### config.mk
export PLATFORM = sky130hd
export DESIGN_NAME = analog_frontend_control
export DESIGN_NICKNAME = d
export VERILOG_FILES = /design/src/design/analog_frontend_pkg.sv /design/src/design/analog_frontend_control.sv
export VERILOG_INCLUDE_DIRS = /design/src /design/src/design
export SDC_FILE = /design/constraint.sdc
export NUM_CORES = 1
export LEC_CHECK = 0
export BUFFER_PORTS_ARGS = -buffer_cell sky130_fd_sc_hd__buf_2
export CAP_MARGIN = 5
export CELL_PAD_IN_SITES_DETAIL_PLACEMENT = 0
export CELL_PAD_IN_SITES_GLOBAL_PLACEMENT = 1
export CORE_AREA = 2 2 134 136
export CTS_CLUSTER_DIAMETER = 120
export DETAILED_ROUTE_END_ITERATION = 10
export DIE_AREA = 0 0 136 138
export PLACE_DENSITY_LB_ADDON = 0.1
export SLEW_MARGIN = 25
export SYNTH_ARGS = -nofsm -noshare
export SYNTH_HDL_FRONTEND = slang
export SYNTH_SLANG_ARGS = --single-unit
### constraint.sdc
create_clock -name clk -period 5 [get_ports clk]
set_input_delay 0 -clock clk [delete_from_list [all_inputs] [get_ports clk]]
set_output_delay 0 -clock clk [all_outputs]
set_load 0.03 [all_outputs]
### src/design/analog_frontend_params.svh
`ifndef ANALOG_FRONTEND_PARAMS_SVH
`define ANALOG_FRONTEND_PARAMS_SVH

// byte addresses of the registers
`define AFE_ADDR_AMP1      12'h000
`define AFE_ADDR_AMP2      12'h004
`define AFE_ADDR_FILT      12'h008
`define AFE_ADDR_FCLK      12'h00c
`define AFE_ADDR_FDIV      12'h010
`define AFE_ADDR_CREF      12'h014
`define AFE_ADDR_PUMP      12'h018
`define AFE_ADDR_CONV      12'h01c

// writable bit masks; unimplemented bits stay zero
`define AFE_MASK_FCLK      8'h3c
`define AFE_MASK_CREF      8'hcf
`define AFE_MASK_PUMP      8'h03
`define AFE_MASK_CONV      8'h01
`define AFE_RESET_BYTE     8'h00

// field positions
`define AFE_CHOP_BIT       7
`define AFE_MEASF_BIT      6
`define AFE_AUTO_BIT       5
`define AFE_PRE_LSB        2
`define AFE_PUMP_BIT       1
`define AFE_REG_BIT        0
`define AFE_BIAS_LSB       5
`define AFE_BIAS_W         2
`define AFE_S2GAIN_W       5
`define AFE_CUT_LSB        6
`define AFE_CUT_W          2
`define AFE_FGAIN_W        6
`define AFE_CUR_BIT        7
`define AFE_BAT_BIT        6
`define AFE_REF_W          4
`define AFE_PRE_W          3

// chopper clock and filter prescaler base
`define AFE_CLK_HZ         50000000
`define AFE_CHOP_HZ        12000
`define AFE_PRE_BASE_LOG2  3

`define AFE_RESP_OKAY      2'b00
`define AFE_RESP_SLVERR    2'b10

`endif

### src/design/analog_frontend_pkg.sv
package analog_frontend_pkg;

  typedef struct packed {
    logic [7:0] amp1;
    logic [7:0] amp2;
    logic [7:0] filt;
    logic [7:0] fclk;
    logic [7:0] fdiv;
    logic [7:0] cref;
    logic [7:0] pump;
    logic [7:0] conv;
  } regs_t;

  typedef struct packed {
    logic       chopper_on;
    logic       chopClk;
    logic [1:0] lownoiseBias;
    logic [4:0] stage2GainCode;
    logic [7:0] amp2OffsetCode;
    logic [1:0] filterCutoffSel;
    logic [5:0] filterGainCode;
    logic       filterClkEn;
    logic       sensorCurrentOn;
    logic       batterySenseOn;
    logic [3:0] currentRefCode;
    logic       regulatorPowered;
    logic       pumpPowered;
  } analog_ctrl_t;

  typedef struct packed {
    logic       convStart;
    logic       convFromFilter;
    logic       convSelFilter;
  } conv_ctrl_t;

  typedef enum logic [1:0] {
    BUS_IDLE  = 2'b00,
    BUS_WRESP = 2'b01,
    BUS_RDATA = 2'b10
  } bus_state_t;

endpackage

### src/design/analog_frontend_control.sv
// Summary of operation
// - chopper bit supplies 12kHz chopping clock
// - stage2 gain code, gain 1+code/32
// - bits 6..5 drive low-noise bias
// - 8-bit offset code for second amplifier
// - cutoff code selects 9 to 12Hz
// - filter gain code, gain 56+4*code
// - filter-measure status bit is read-only
// - auto-measure starts filter conversions
// - prescaler divides by 8 up to 1024
// - divider divides by value plus one
// - bit 7 enables constant current circuit
// - bit 6 enables battery sense circuit
// - 4-bit code selects reference voltage
// - unimplemented bits read zero, ignore writes
// - regulator off powers down pump too
// - pump doubles supply only when enabled
// - halt forces charge pump off
// - auto-measure forces filter input channel
// - newest conversion request takes priority
// - pump bit 1, regulator bit 0
//
// Local design decisions: the AXI4-Lite register port and the register offsets.
`include "analog_frontend_params.svh"

module analog_frontend_control #(
  parameter int CLK_HZ  = `AFE_CLK_HZ,
  parameter int CHOP_HZ = `AFE_CHOP_HZ
) (
  input  wire logic                              clk,
  input  wire logic                              rst,
  // axi4-lite slave
  input  wire logic [11:0]                       s_axi_awaddr,
  input  wire logic                              s_axi_awvalid,
  output logic                                   s_axi_awready,
  input  wire logic [31:0]                       s_axi_wdata,
  input  wire logic [3:0]                        s_axi_wstrb,
  input  wire logic                              s_axi_wvalid,
  output logic                                   s_axi_wready,
  output logic [1:0]                             s_axi_bresp,
  output logic                                   s_axi_bvalid,
  input  wire logic                              s_axi_bready,
  input  wire logic [11:0]                       s_axi_araddr,
  input  wire logic                              s_axi_arvalid,
  output logic                                   s_axi_arready,
  output logic [31:0]                            s_axi_rdata,
  output logic [1:0]                             s_axi_rresp,
  output logic                                   s_axi_rvalid,
  input  wire logic                              s_axi_rready,
  // system side
  input  wire logic                              haltMode,
  input  wire logic                              filterSampleTick,
  input  wire logic                              convRunning,
  output analog_frontend_pkg::analog_ctrl_t      analogCtrl,
  output analog_frontend_pkg::conv_ctrl_t        convCtrl
);
  import analog_frontend_pkg::*;

  // half period of the chopping clock, rounded down but at least 1, so it runs slow only when CLK_HZ < 2*CHOP_HZ
  localparam int CHOP_HALF = (CLK_HZ / (2 * CHOP_HZ)) < 1 ? 1 : CLK_HZ / (2 * CHOP_HZ);
  localparam int CHOP_W    = $clog2(CHOP_HALF + 1);
  localparam int PRE_W     = 10;

  typedef struct packed {
    regs_t               regs;
    bus_state_t          bus;
    logic                awTaken;
    logic                wTaken;
    logic [11:0]         awAddr;
    logic [31:0]         wData;
    logic [3:0]          wStrb;
    logic                bValid;
    logic [1:0]          bResp;
    logic                rValid;
    logic [31:0]         rData;
    logic [1:0]          rResp;
    logic                awReady;
    logic                wReady;
    logic                arReady;
    logic [CHOP_W-1:0]   chopCnt;
    logic                chopClk;
    logic [PRE_W-1:0]    preCnt;
    logic [7:0]          divCnt;
    logic                fclkEn;
    logic                convStart;
    logic                convFromFilter;
    analog_ctrl_t        out;
  } state_t;

  state_t state_reg;
  state_t state_next;

  function automatic logic [7:0] read_reg(input regs_t r, input logic [11:0] a,
                                          output logic hit);
    logic [7:0] v;
    v   = 8'h00;
    hit = 1'b1;
    case (a)
      `AFE_ADDR_AMP1: v = r.amp1;
      `AFE_ADDR_AMP2: v = r.amp2;
      `AFE_ADDR_FILT: v = r.filt;
      `AFE_ADDR_FCLK: v = r.fclk;
      `AFE_ADDR_FDIV: v = r.fdiv;
      `AFE_ADDR_CREF: v = r.cref;
      `AFE_ADDR_PUMP: v = r.pump;
      `AFE_ADDR_CONV: v = r.conv;
      default:        hit = 1'b0;
    endcase
    return v;
  endfunction

  logic [7:0]       wByte;
  logic [7:0]       rByte;
  logic             rHit;
  logic             wHit;
  logic             settingChanged;
  logic [PRE_W-1:0] preLimit;
  logic             preTick;
  logic             autoOn;

  always_comb begin
    state_next     = state_reg;
    wByte          = state_reg.wData[7:0];
    rByte          = 8'h00;
    rHit           = 1'b0;
    wHit           = 1'b1;
    settingChanged = 1'b0;
    preLimit       = '0;
    preTick        = 1'b0;
    autoOn         = state_reg.regs.fclk[`AFE_AUTO_BIT];

    // ************************************************************
    // register bus
    // ************************************************************
    state_next.convStart = 1'b0;
    case (state_reg.bus)
      BUS_IDLE: begin
        if (s_axi_awvalid && state_reg.awReady) begin
          state_next.awTaken = 1'b1;
          state_next.awAddr  = s_axi_awaddr;
        end
        if (s_axi_wvalid && state_reg.wReady) begin
          state_next.wTaken = 1'b1;
          state_next.wData  = s_axi_wdata;
          state_next.wStrb  = s_axi_wstrb;
        end
        if (state_reg.awTaken && state_reg.wTaken) begin
          state_next.awTaken = 1'b0;
          state_next.wTaken  = 1'b0;
          state_next.bValid  = 1'b1;
          state_next.bResp   = `AFE_RESP_OKAY;
          state_next.bus     = BUS_WRESP;
          if (state_reg.wStrb[0]) begin
            case (state_reg.awAddr)
              `AFE_ADDR_AMP1: state_next.regs.amp1 = wByte;
              `AFE_ADDR_AMP2: state_next.regs.amp2 = wByte;
              `AFE_ADDR_FILT: state_next.regs.filt = wByte;
              `AFE_ADDR_FCLK: begin
                // status bit kept, other unimplemented bits dropped
                state_next.regs.fclk = (wByte & `AFE_MASK_FCLK)
                                     | (state_reg.regs.fclk & ~`AFE_MASK_FCLK);
                settingChanged = 1'b1;
              end
              `AFE_ADDR_FDIV: begin
                state_next.regs.fdiv = wByte;
                settingChanged = 1'b1;
              end
              `AFE_ADDR_CREF: state_next.regs.cref = wByte & `AFE_MASK_CREF;
              `AFE_ADDR_PUMP: state_next.regs.pump = wByte & `AFE_MASK_PUMP;
              `AFE_ADDR_CONV: begin
                // software start strobe, self-clearing
                state_next.convStart      = wByte[0];
                state_next.convFromFilter = 1'b0;
              end
              default: wHit = 1'b0;
            endcase
          end else begin
            rByte = read_reg(state_reg.regs, state_reg.awAddr, wHit);
          end
          if (!wHit) begin
            state_next.bResp = `AFE_RESP_SLVERR;
          end
        end else if (s_axi_arvalid && state_reg.arReady) begin
          rByte = read_reg(state_reg.regs, s_axi_araddr, rHit);
          state_next.rData  = {24'h000000, rByte};
          state_next.rResp  = rHit ? `AFE_RESP_OKAY : `AFE_RESP_SLVERR;
          state_next.rValid = 1'b1;
          state_next.bus    = BUS_RDATA;
        end
      end
      BUS_WRESP: begin
        if (s_axi_bready) begin
          state_next.bValid = 1'b0;
          state_next.bus    = BUS_IDLE;
        end
      end
      BUS_RDATA: begin
        if (s_axi_rready) begin
          state_next.rValid = 1'b0;
          state_next.bus    = BUS_IDLE;
        end
      end
      default: state_next.bus = BUS_IDLE;
    endcase
    // ready flags come from flops; low for one cycle after reset
    state_next.awReady = (state_next.bus == BUS_IDLE) && !state_next.awTaken;
    state_next.wReady  = (state_next.bus == BUS_IDLE) && !state_next.wTaken;
    state_next.arReady = (state_next.bus == BUS_IDLE)
                       && !(state_next.awTaken && state_next.wTaken);

    // ************************************************************
    // filter clock generator
    // ************************************************************
    preLimit = PRE_W'((1 << (`AFE_PRE_BASE_LOG2
             + state_reg.regs.fclk[`AFE_PRE_LSB +: `AFE_PRE_W])) - 1);
    state_next.fclkEn = 1'b0;
    if (settingChanged) begin
      state_next.preCnt = '0;
      state_next.divCnt = 8'h00;
    end else if (state_reg.preCnt >= preLimit) begin
      state_next.preCnt = '0;
      preTick           = 1'b1;
    end else begin
      state_next.preCnt = state_reg.preCnt + 1'b1;
    end
    if (preTick) begin
      if (state_reg.divCnt >= state_reg.regs.fdiv) begin
        state_next.divCnt = 8'h00;
        state_next.fclkEn = 1'b1;
      end else begin
        state_next.divCnt = state_reg.divCnt + 8'h01;
      end
    end

    // ************************************************************
    // chopping clock
    // ************************************************************
    if (!state_reg.regs.amp1[`AFE_CHOP_BIT]) begin
      state_next.chopCnt = '0;
      state_next.chopClk = 1'b0;
    end else if (state_reg.chopCnt >= CHOP_W'(CHOP_HALF - 1)) begin
      state_next.chopCnt = '0;
      state_next.chopClk = ~state_reg.chopClk;
    end else begin
      state_next.chopCnt = state_reg.chopCnt + 1'b1;
    end

    // ************************************************************
    // automatic conversion
    // ************************************************************
    // filter-side status tracks auto-measure; hardware owned
    state_next.regs.fclk[`AFE_MEASF_BIT] = autoOn;
    if (autoOn && filterSampleTick) begin
      // a fresh start overrides one still running
      state_next.convStart      = 1'b1;
      state_next.convFromFilter = 1'b1;
    end
    state_next.regs.conv = {7'h00, convRunning};

    // ************************************************************
    // amplifier outputs
    // ************************************************************
    state_next.out.chopper_on      = state_reg.regs.amp1[`AFE_CHOP_BIT];
    state_next.out.chopClk         = state_reg.chopClk;
    state_next.out.lownoiseBias    = state_reg.regs.amp1[`AFE_BIAS_LSB +: `AFE_BIAS_W];
    state_next.out.stage2GainCode  = state_reg.regs.amp1[`AFE_S2GAIN_W-1:0];
    state_next.out.amp2OffsetCode  = state_reg.regs.amp2;

    // ************************************************************
    // filter outputs
    // ************************************************************
    state_next.out.filterCutoffSel = state_reg.regs.filt[`AFE_CUT_LSB +: `AFE_CUT_W];
    state_next.out.filterGainCode  = state_reg.regs.filt[`AFE_FGAIN_W-1:0];
    state_next.out.filterClkEn     = state_reg.fclkEn;

    // ************************************************************
    // sensor current outputs
    // ************************************************************
    state_next.out.sensorCurrentOn = state_reg.regs.cref[`AFE_CUR_BIT];
    state_next.out.batterySenseOn  = state_reg.regs.cref[`AFE_BAT_BIT];
    state_next.out.currentRefCode  = state_reg.regs.cref[`AFE_REF_W-1:0];

    // ************************************************************
    // power outputs
    // ************************************************************
    state_next.out.regulatorPowered = state_reg.regs.pump[`AFE_REG_BIT];
    // halt shuts the pump off without touching the stored enable
    state_next.out.pumpPowered = state_reg.regs.pump[`AFE_REG_BIT]
                               & state_reg.regs.pump[`AFE_PUMP_BIT]
                               & ~haltMode;
  end

  always_ff @(posedge clk or posedge rst) begin
    if (rst) begin
      state_reg <= '0;
    end else begin
      state_reg <= state_next;
    end
  end

  assign s_axi_awready = state_reg.awReady;
  assign s_axi_wready  = state_reg.wReady;
  assign s_axi_bvalid  = state_reg.bValid;
  assign s_axi_bresp   = state_reg.bResp;
  assign s_axi_arready = state_reg.arReady;
  assign s_axi_rvalid  = state_reg.rValid;
  assign s_axi_rdata   = state_reg.rData;
  assign s_axi_rresp   = state_reg.rResp;
  assign analogCtrl    = state_reg.out;
  assign convCtrl      = {state_reg.convStart, state_reg.convFromFilter,
                          state_reg.regs.fclk[`AFE_AUTO_BIT]};

endmodule

### Yosys cells after proc, flatten, opt, wreduce, memory -nomap -nowiden

Index checks and enable logic that the tools add are counted.

| storage, ports and cells | value |
|---|---|
| output and inout bits | 78 |
| bits of input ports | 70 |
| register bits after elaboration | 186 |
| word-level logic and storage cells | 168 |

| cells by class | value |
|---|---|
| reductions and logical operators | 40 |
| bitwise logic cells | 6 |
| equal/unequal tests | 22 |
| order comparisons | 3 |
| add/subtract/negate cells | 5 |
| mux-type cells | 48 |
| shifts and indexed selects | 1 |

Operators by type and width:

| kind | number |
|---|---|
| == test 12 x 5 -> 1 bit, second input constant | 8 |
| 2-to-1 mux 35 bit | 2 |
| case mux 8 bit (8 select lines) | 1 |
| 2-to-1 mux 50 bit | 1 |
| == test 12 x 4 -> 1 bit, second input constant | 4 |
| 2-to-1 mux 36 bit | 1 |
| AND reduction 4 bit | 9 |
| == test 12 x 3 -> 1 bit, second input constant | 2 |
| zero test 12 bit | 2 |
| 2-to-1 mux 12 bit | 2 |
| 2-to-1 mux 2 bit | 12 |
| 2-to-1 mux 10 bit | 2 |
| 2-to-1 mux 1 bit | 19 |
| 2-to-1 mux 8 bit | 2 |
| OR reduction 8 bit | 2 |
| nonzero test 2 bit | 7 |
| 2-to-1 mux 13 bit | 1 |
| adder 12 x 1 -> 12 bit, second input constant | 1 |
| >= comparator 12 bit, second input constant | 1 |
| adder 10 x 1 -> 10 bit, second input constant | 1 |
| >= comparator 10 bit | 1 |
| != test 2 bit, second input constant | 5 |
| left shift 1 x 4 -> 10 bit, first input constant | 1 |
| subtractor 10 x 2 -> 10 bit, second input constant | 1 |
| 19 further kinds | 37 |

### Depth between registers and ports, before layout

| logic depth | value |
|---|---|
| depth after elaboration | 10 |
| depth in mapped cells | 13 |
| depth with buffers taken out | 11 |

### Worst setup path before layout

No wires, ideal clock.

| path | value |
|---|---|
| path kind | reg-to-reg |
| start point | reg state_reg[196] (netlist bit) |
| end point | reg state_reg[47] (netlist bit) |
| library setup time | 136 ps |
| stages on the path, launching flop included | 12 |
| clock period less this slack | 2301 ps |
| path buffers | 3 |
| arrival time | 2165 ps |
| required time | 4864 ps |
| setup slack | 2699 ps |
| path through | dfrtp_1 -> clkbuf_1 -> o21ai_0 -> o31a_1 -> ha_1 -> a21oi_1 -> a211o_1 -> o31a_1 -> clkbuf_1 -> nand2_1 -> clkbuf_1 -> nor3_1 |

RTL lines:

| element | RTL line | source |
|---|---|---|
| start: declaration | analog_frontend_control.sv:90 | `state_t state_reg;` |
| start signal: assignment | analog_frontend_control.sv:297 | `state_reg <= state_next;` |

==> run metrics <==
CTS root buffer=clkbuf_16; worst slew pin tran=about 900 ps; startpoint class of the critical path=flop; Avg Inst Size Synth=11.4 µm²; Peak VDD IR=roughly 0.24 mV; worst hold stages=5; Final Net Count=approximately 800; FFs w/ async S/R, synth=1.00; top cell type by total area after synthesis=dfrtp_1; vias per cell=a little over 5; Total GRT Usage=0.174; Starting Density=0.419; Highest Signal Layer=met4; Synth Instances=643; Max Clk Rate=about 380 MHz; Pre-antenna DRT Iters=4; post-synthesis sequential area ratio=0.524; final setup TNS=0 ps; Yosys reg bits=around 150; Final HPWL DP=about 11000 µm; Worst Skew=between 8 and 9 ps; minimum clock period=roughly 2600 ps; die height=138 µm; post-cts sizing count=0; top_reg_cell synth=dfrtp_1; Via Count=4810; synth cell count leaders=dfrtp_1, buf_4, mux2_2, nor2_1, nand2_1; Lkg Pwr=0.00406 µW; Yosys warning total=0; CTS tree=done; first-pass GRT wire length=about 25000 µm; unrepaired setup endpoints after global routing=false; worst-case reg-to-reg path depth=7; share of the synthesized area in the top cell type=0.524; Residual DRC=0; detailed-route wire length=about 15000 µm; EDFF count, synth=0; post-synth cell types=54; Setup violations, final=0; Tcrit/Tclk final=0.525; top-count cell post-synth=dfrtp_1; ANT cells=0; initial antenna violation count=0; final hold viol count=0; max reg flops=69; full die area=18800 µm²; clock sink total=about 150; worst min-delay path category=primary input to flop; status=finished clean; max cap viols=0; CTS Hold Bufs=27; cts bufs inserted=17; vias in the first global route=between 4000 and 5000; Buffers on Ports=94; CP Data Required Time=5270 ps; Max Root-Sink Buffers=2; share of cells above drive strength 1=0.274; placed inst area=7560 µm²; CTS H-tree lvls=4; WL met2=7380 µm; P per Cell Area=roughly 400 nW/µm²; Syn Std Cell Area=roughly 7300 µm²; postcts setup bufs=0; routed wire length per instance=approximately 16 µm; largest net degree at the start of global routing=approximately 120; crit end category=flop; M1 WL=~7200 µm; initial DRC count=225; Clock Latency Late Sink=between 400 and 500 ps; Die W=between 100 and 150 µm; Arrival @ worst endpoint=approximately 2900 ps; Final ANT Viol Nets=0; final instance area=around 8400 µm²; Core Region=17500 µm²; met3 WL post-DR=632 µm; GRT overflow=0; Final Slew Violations=0; Top Ports=around 150; Reg clk slew, reported paths=about 60 ps; Synth area leaders=dfrtp_1, mux2_2, buf_4, ha_1, o21ai_0; GP Congestion=0.812; Area Overhead vs Synth=14.6%; Rel. slew slack=0.393; critical path type=flop to flop; Max FO, Critical Path=11; row count=49
## critical path, stage by stage, from the launching register on
cell	delay, ps
dfrtp_1	580
o21ai_0	170
o31a_1	130
ha_1	310
a41oi_1	310
o31a_1	410
nand2_1	320
nor3b_1	250
## worst paths after layout
kind | from | to | slack [ps]
worst max-delay path | state_reg[196]$_DFFE_PP0P_ | state_next[8]$_DFF_PP0_ | 2380
worst min-delay path | s_axi_arvalid | s_axi_rvalid$_DFFE_PP0P_ | 30
worst max register to register | state_reg[196]$_DFFE_PP0P_ | state_next[8]$_DFF_PP0_ | 2380
worst min register to register | state_next[8]$_DFF_PP0_ | analogCtrl[8]$_DFF_PP0_ | 360
max in group asynchronous | rst | state_reg[117]$_DFFE_PP0P_ | 3660
min in group asynchronous | rst | analogCtrl[0]$_DFF_PP0_ | 290
## logic make-up (layout without fill, tap and decap cells)
| logic type | Yosys count | in the layout | share of synthesized area |
|---|---|---|---|
| AOI/OAI and AO/OA | 81 | 81 | 0.0688 |
| DFF | 154 | 154 | 0.524 |
| adders and majority gates | 23 | 23 | 0.0392 |
| muxes | 75 | 75 | 0.124 |
| xor gates and xnor gates | 18 | 18 | 0.0215 |
| other | 2 | 29 | 0.00102 |
| buffers and inverters | 118 | 174 | 0.0996 |
| and+or+nand+nor | 172 | 172 | 0.122 |
## metal layers
layer | vias up | track usage
met3 | 13 | 0.0392
met2 | 99 | 0.273
li1 | 2300 | -
met5 | - | 0
met1 | 2398 | 0.243
met4 | 0 | 0.0488
## through the flow
step	hold slack [ps]	std cells	util	worst slack, ps	power [µW]
global route	47.9	955	0.480	2100	3650
floorplan	31.4	670	-	850	2070
global placement	111	896	0.431	2410	2210
CTS	3.38	955	0.480	2280	3500
finish	25.7	955	0.480	2380	3460
detailed placement	110	896	0.431	2310	2220
## cell usage in the layout, fill, tap and decap left out, types with 2 or more instances in the layout
master and instances:
a211o_1 2, a21oi_1 9, a22oi_1 6, a31oi_1 4
and2_1 4, and3_1 6, and4_1 2, buf_2 94
clkbuf_16 17, clkbuf_8 3, clkinv_2 2, clkinv_4 2
clkinvlp_4 2, conb_1 29, dfrtp_1 154, dlygate4sd3_1 27
ha_1 23, inv_1 19, inv_6 4, mux2_2 56
mux2i_1 12, mux4_2 7, nand2_1 42, nand2b_1 3
nand3_1 22, nand4_1 8, nor2_1 43, nor2b_1 3
nor3_1 22, nor3b_1 3, nor4_1 3, o2111ai_1 6
o211ai_1 2, o21a_1 5, o21ai_0 35, o21ai_1 2
o31a_1 3, xnor2_1 9, xor2_1 9
## area by class of cell
cell class,count,area (µm²)
fill,1637,9120
sequential,154,3850
multi-input combinational,398,2870
timing repair buffer,122,748
clock buffer,21,470
tap,229,287
clock inverter,11,108
inverter,20,82.6
## report_power, final
part	internal, µW	switching [µW]
clock network	731	522
logic	269	364
registers	1400	181
total	2400	1070
(Power assumes the default switching activity.)
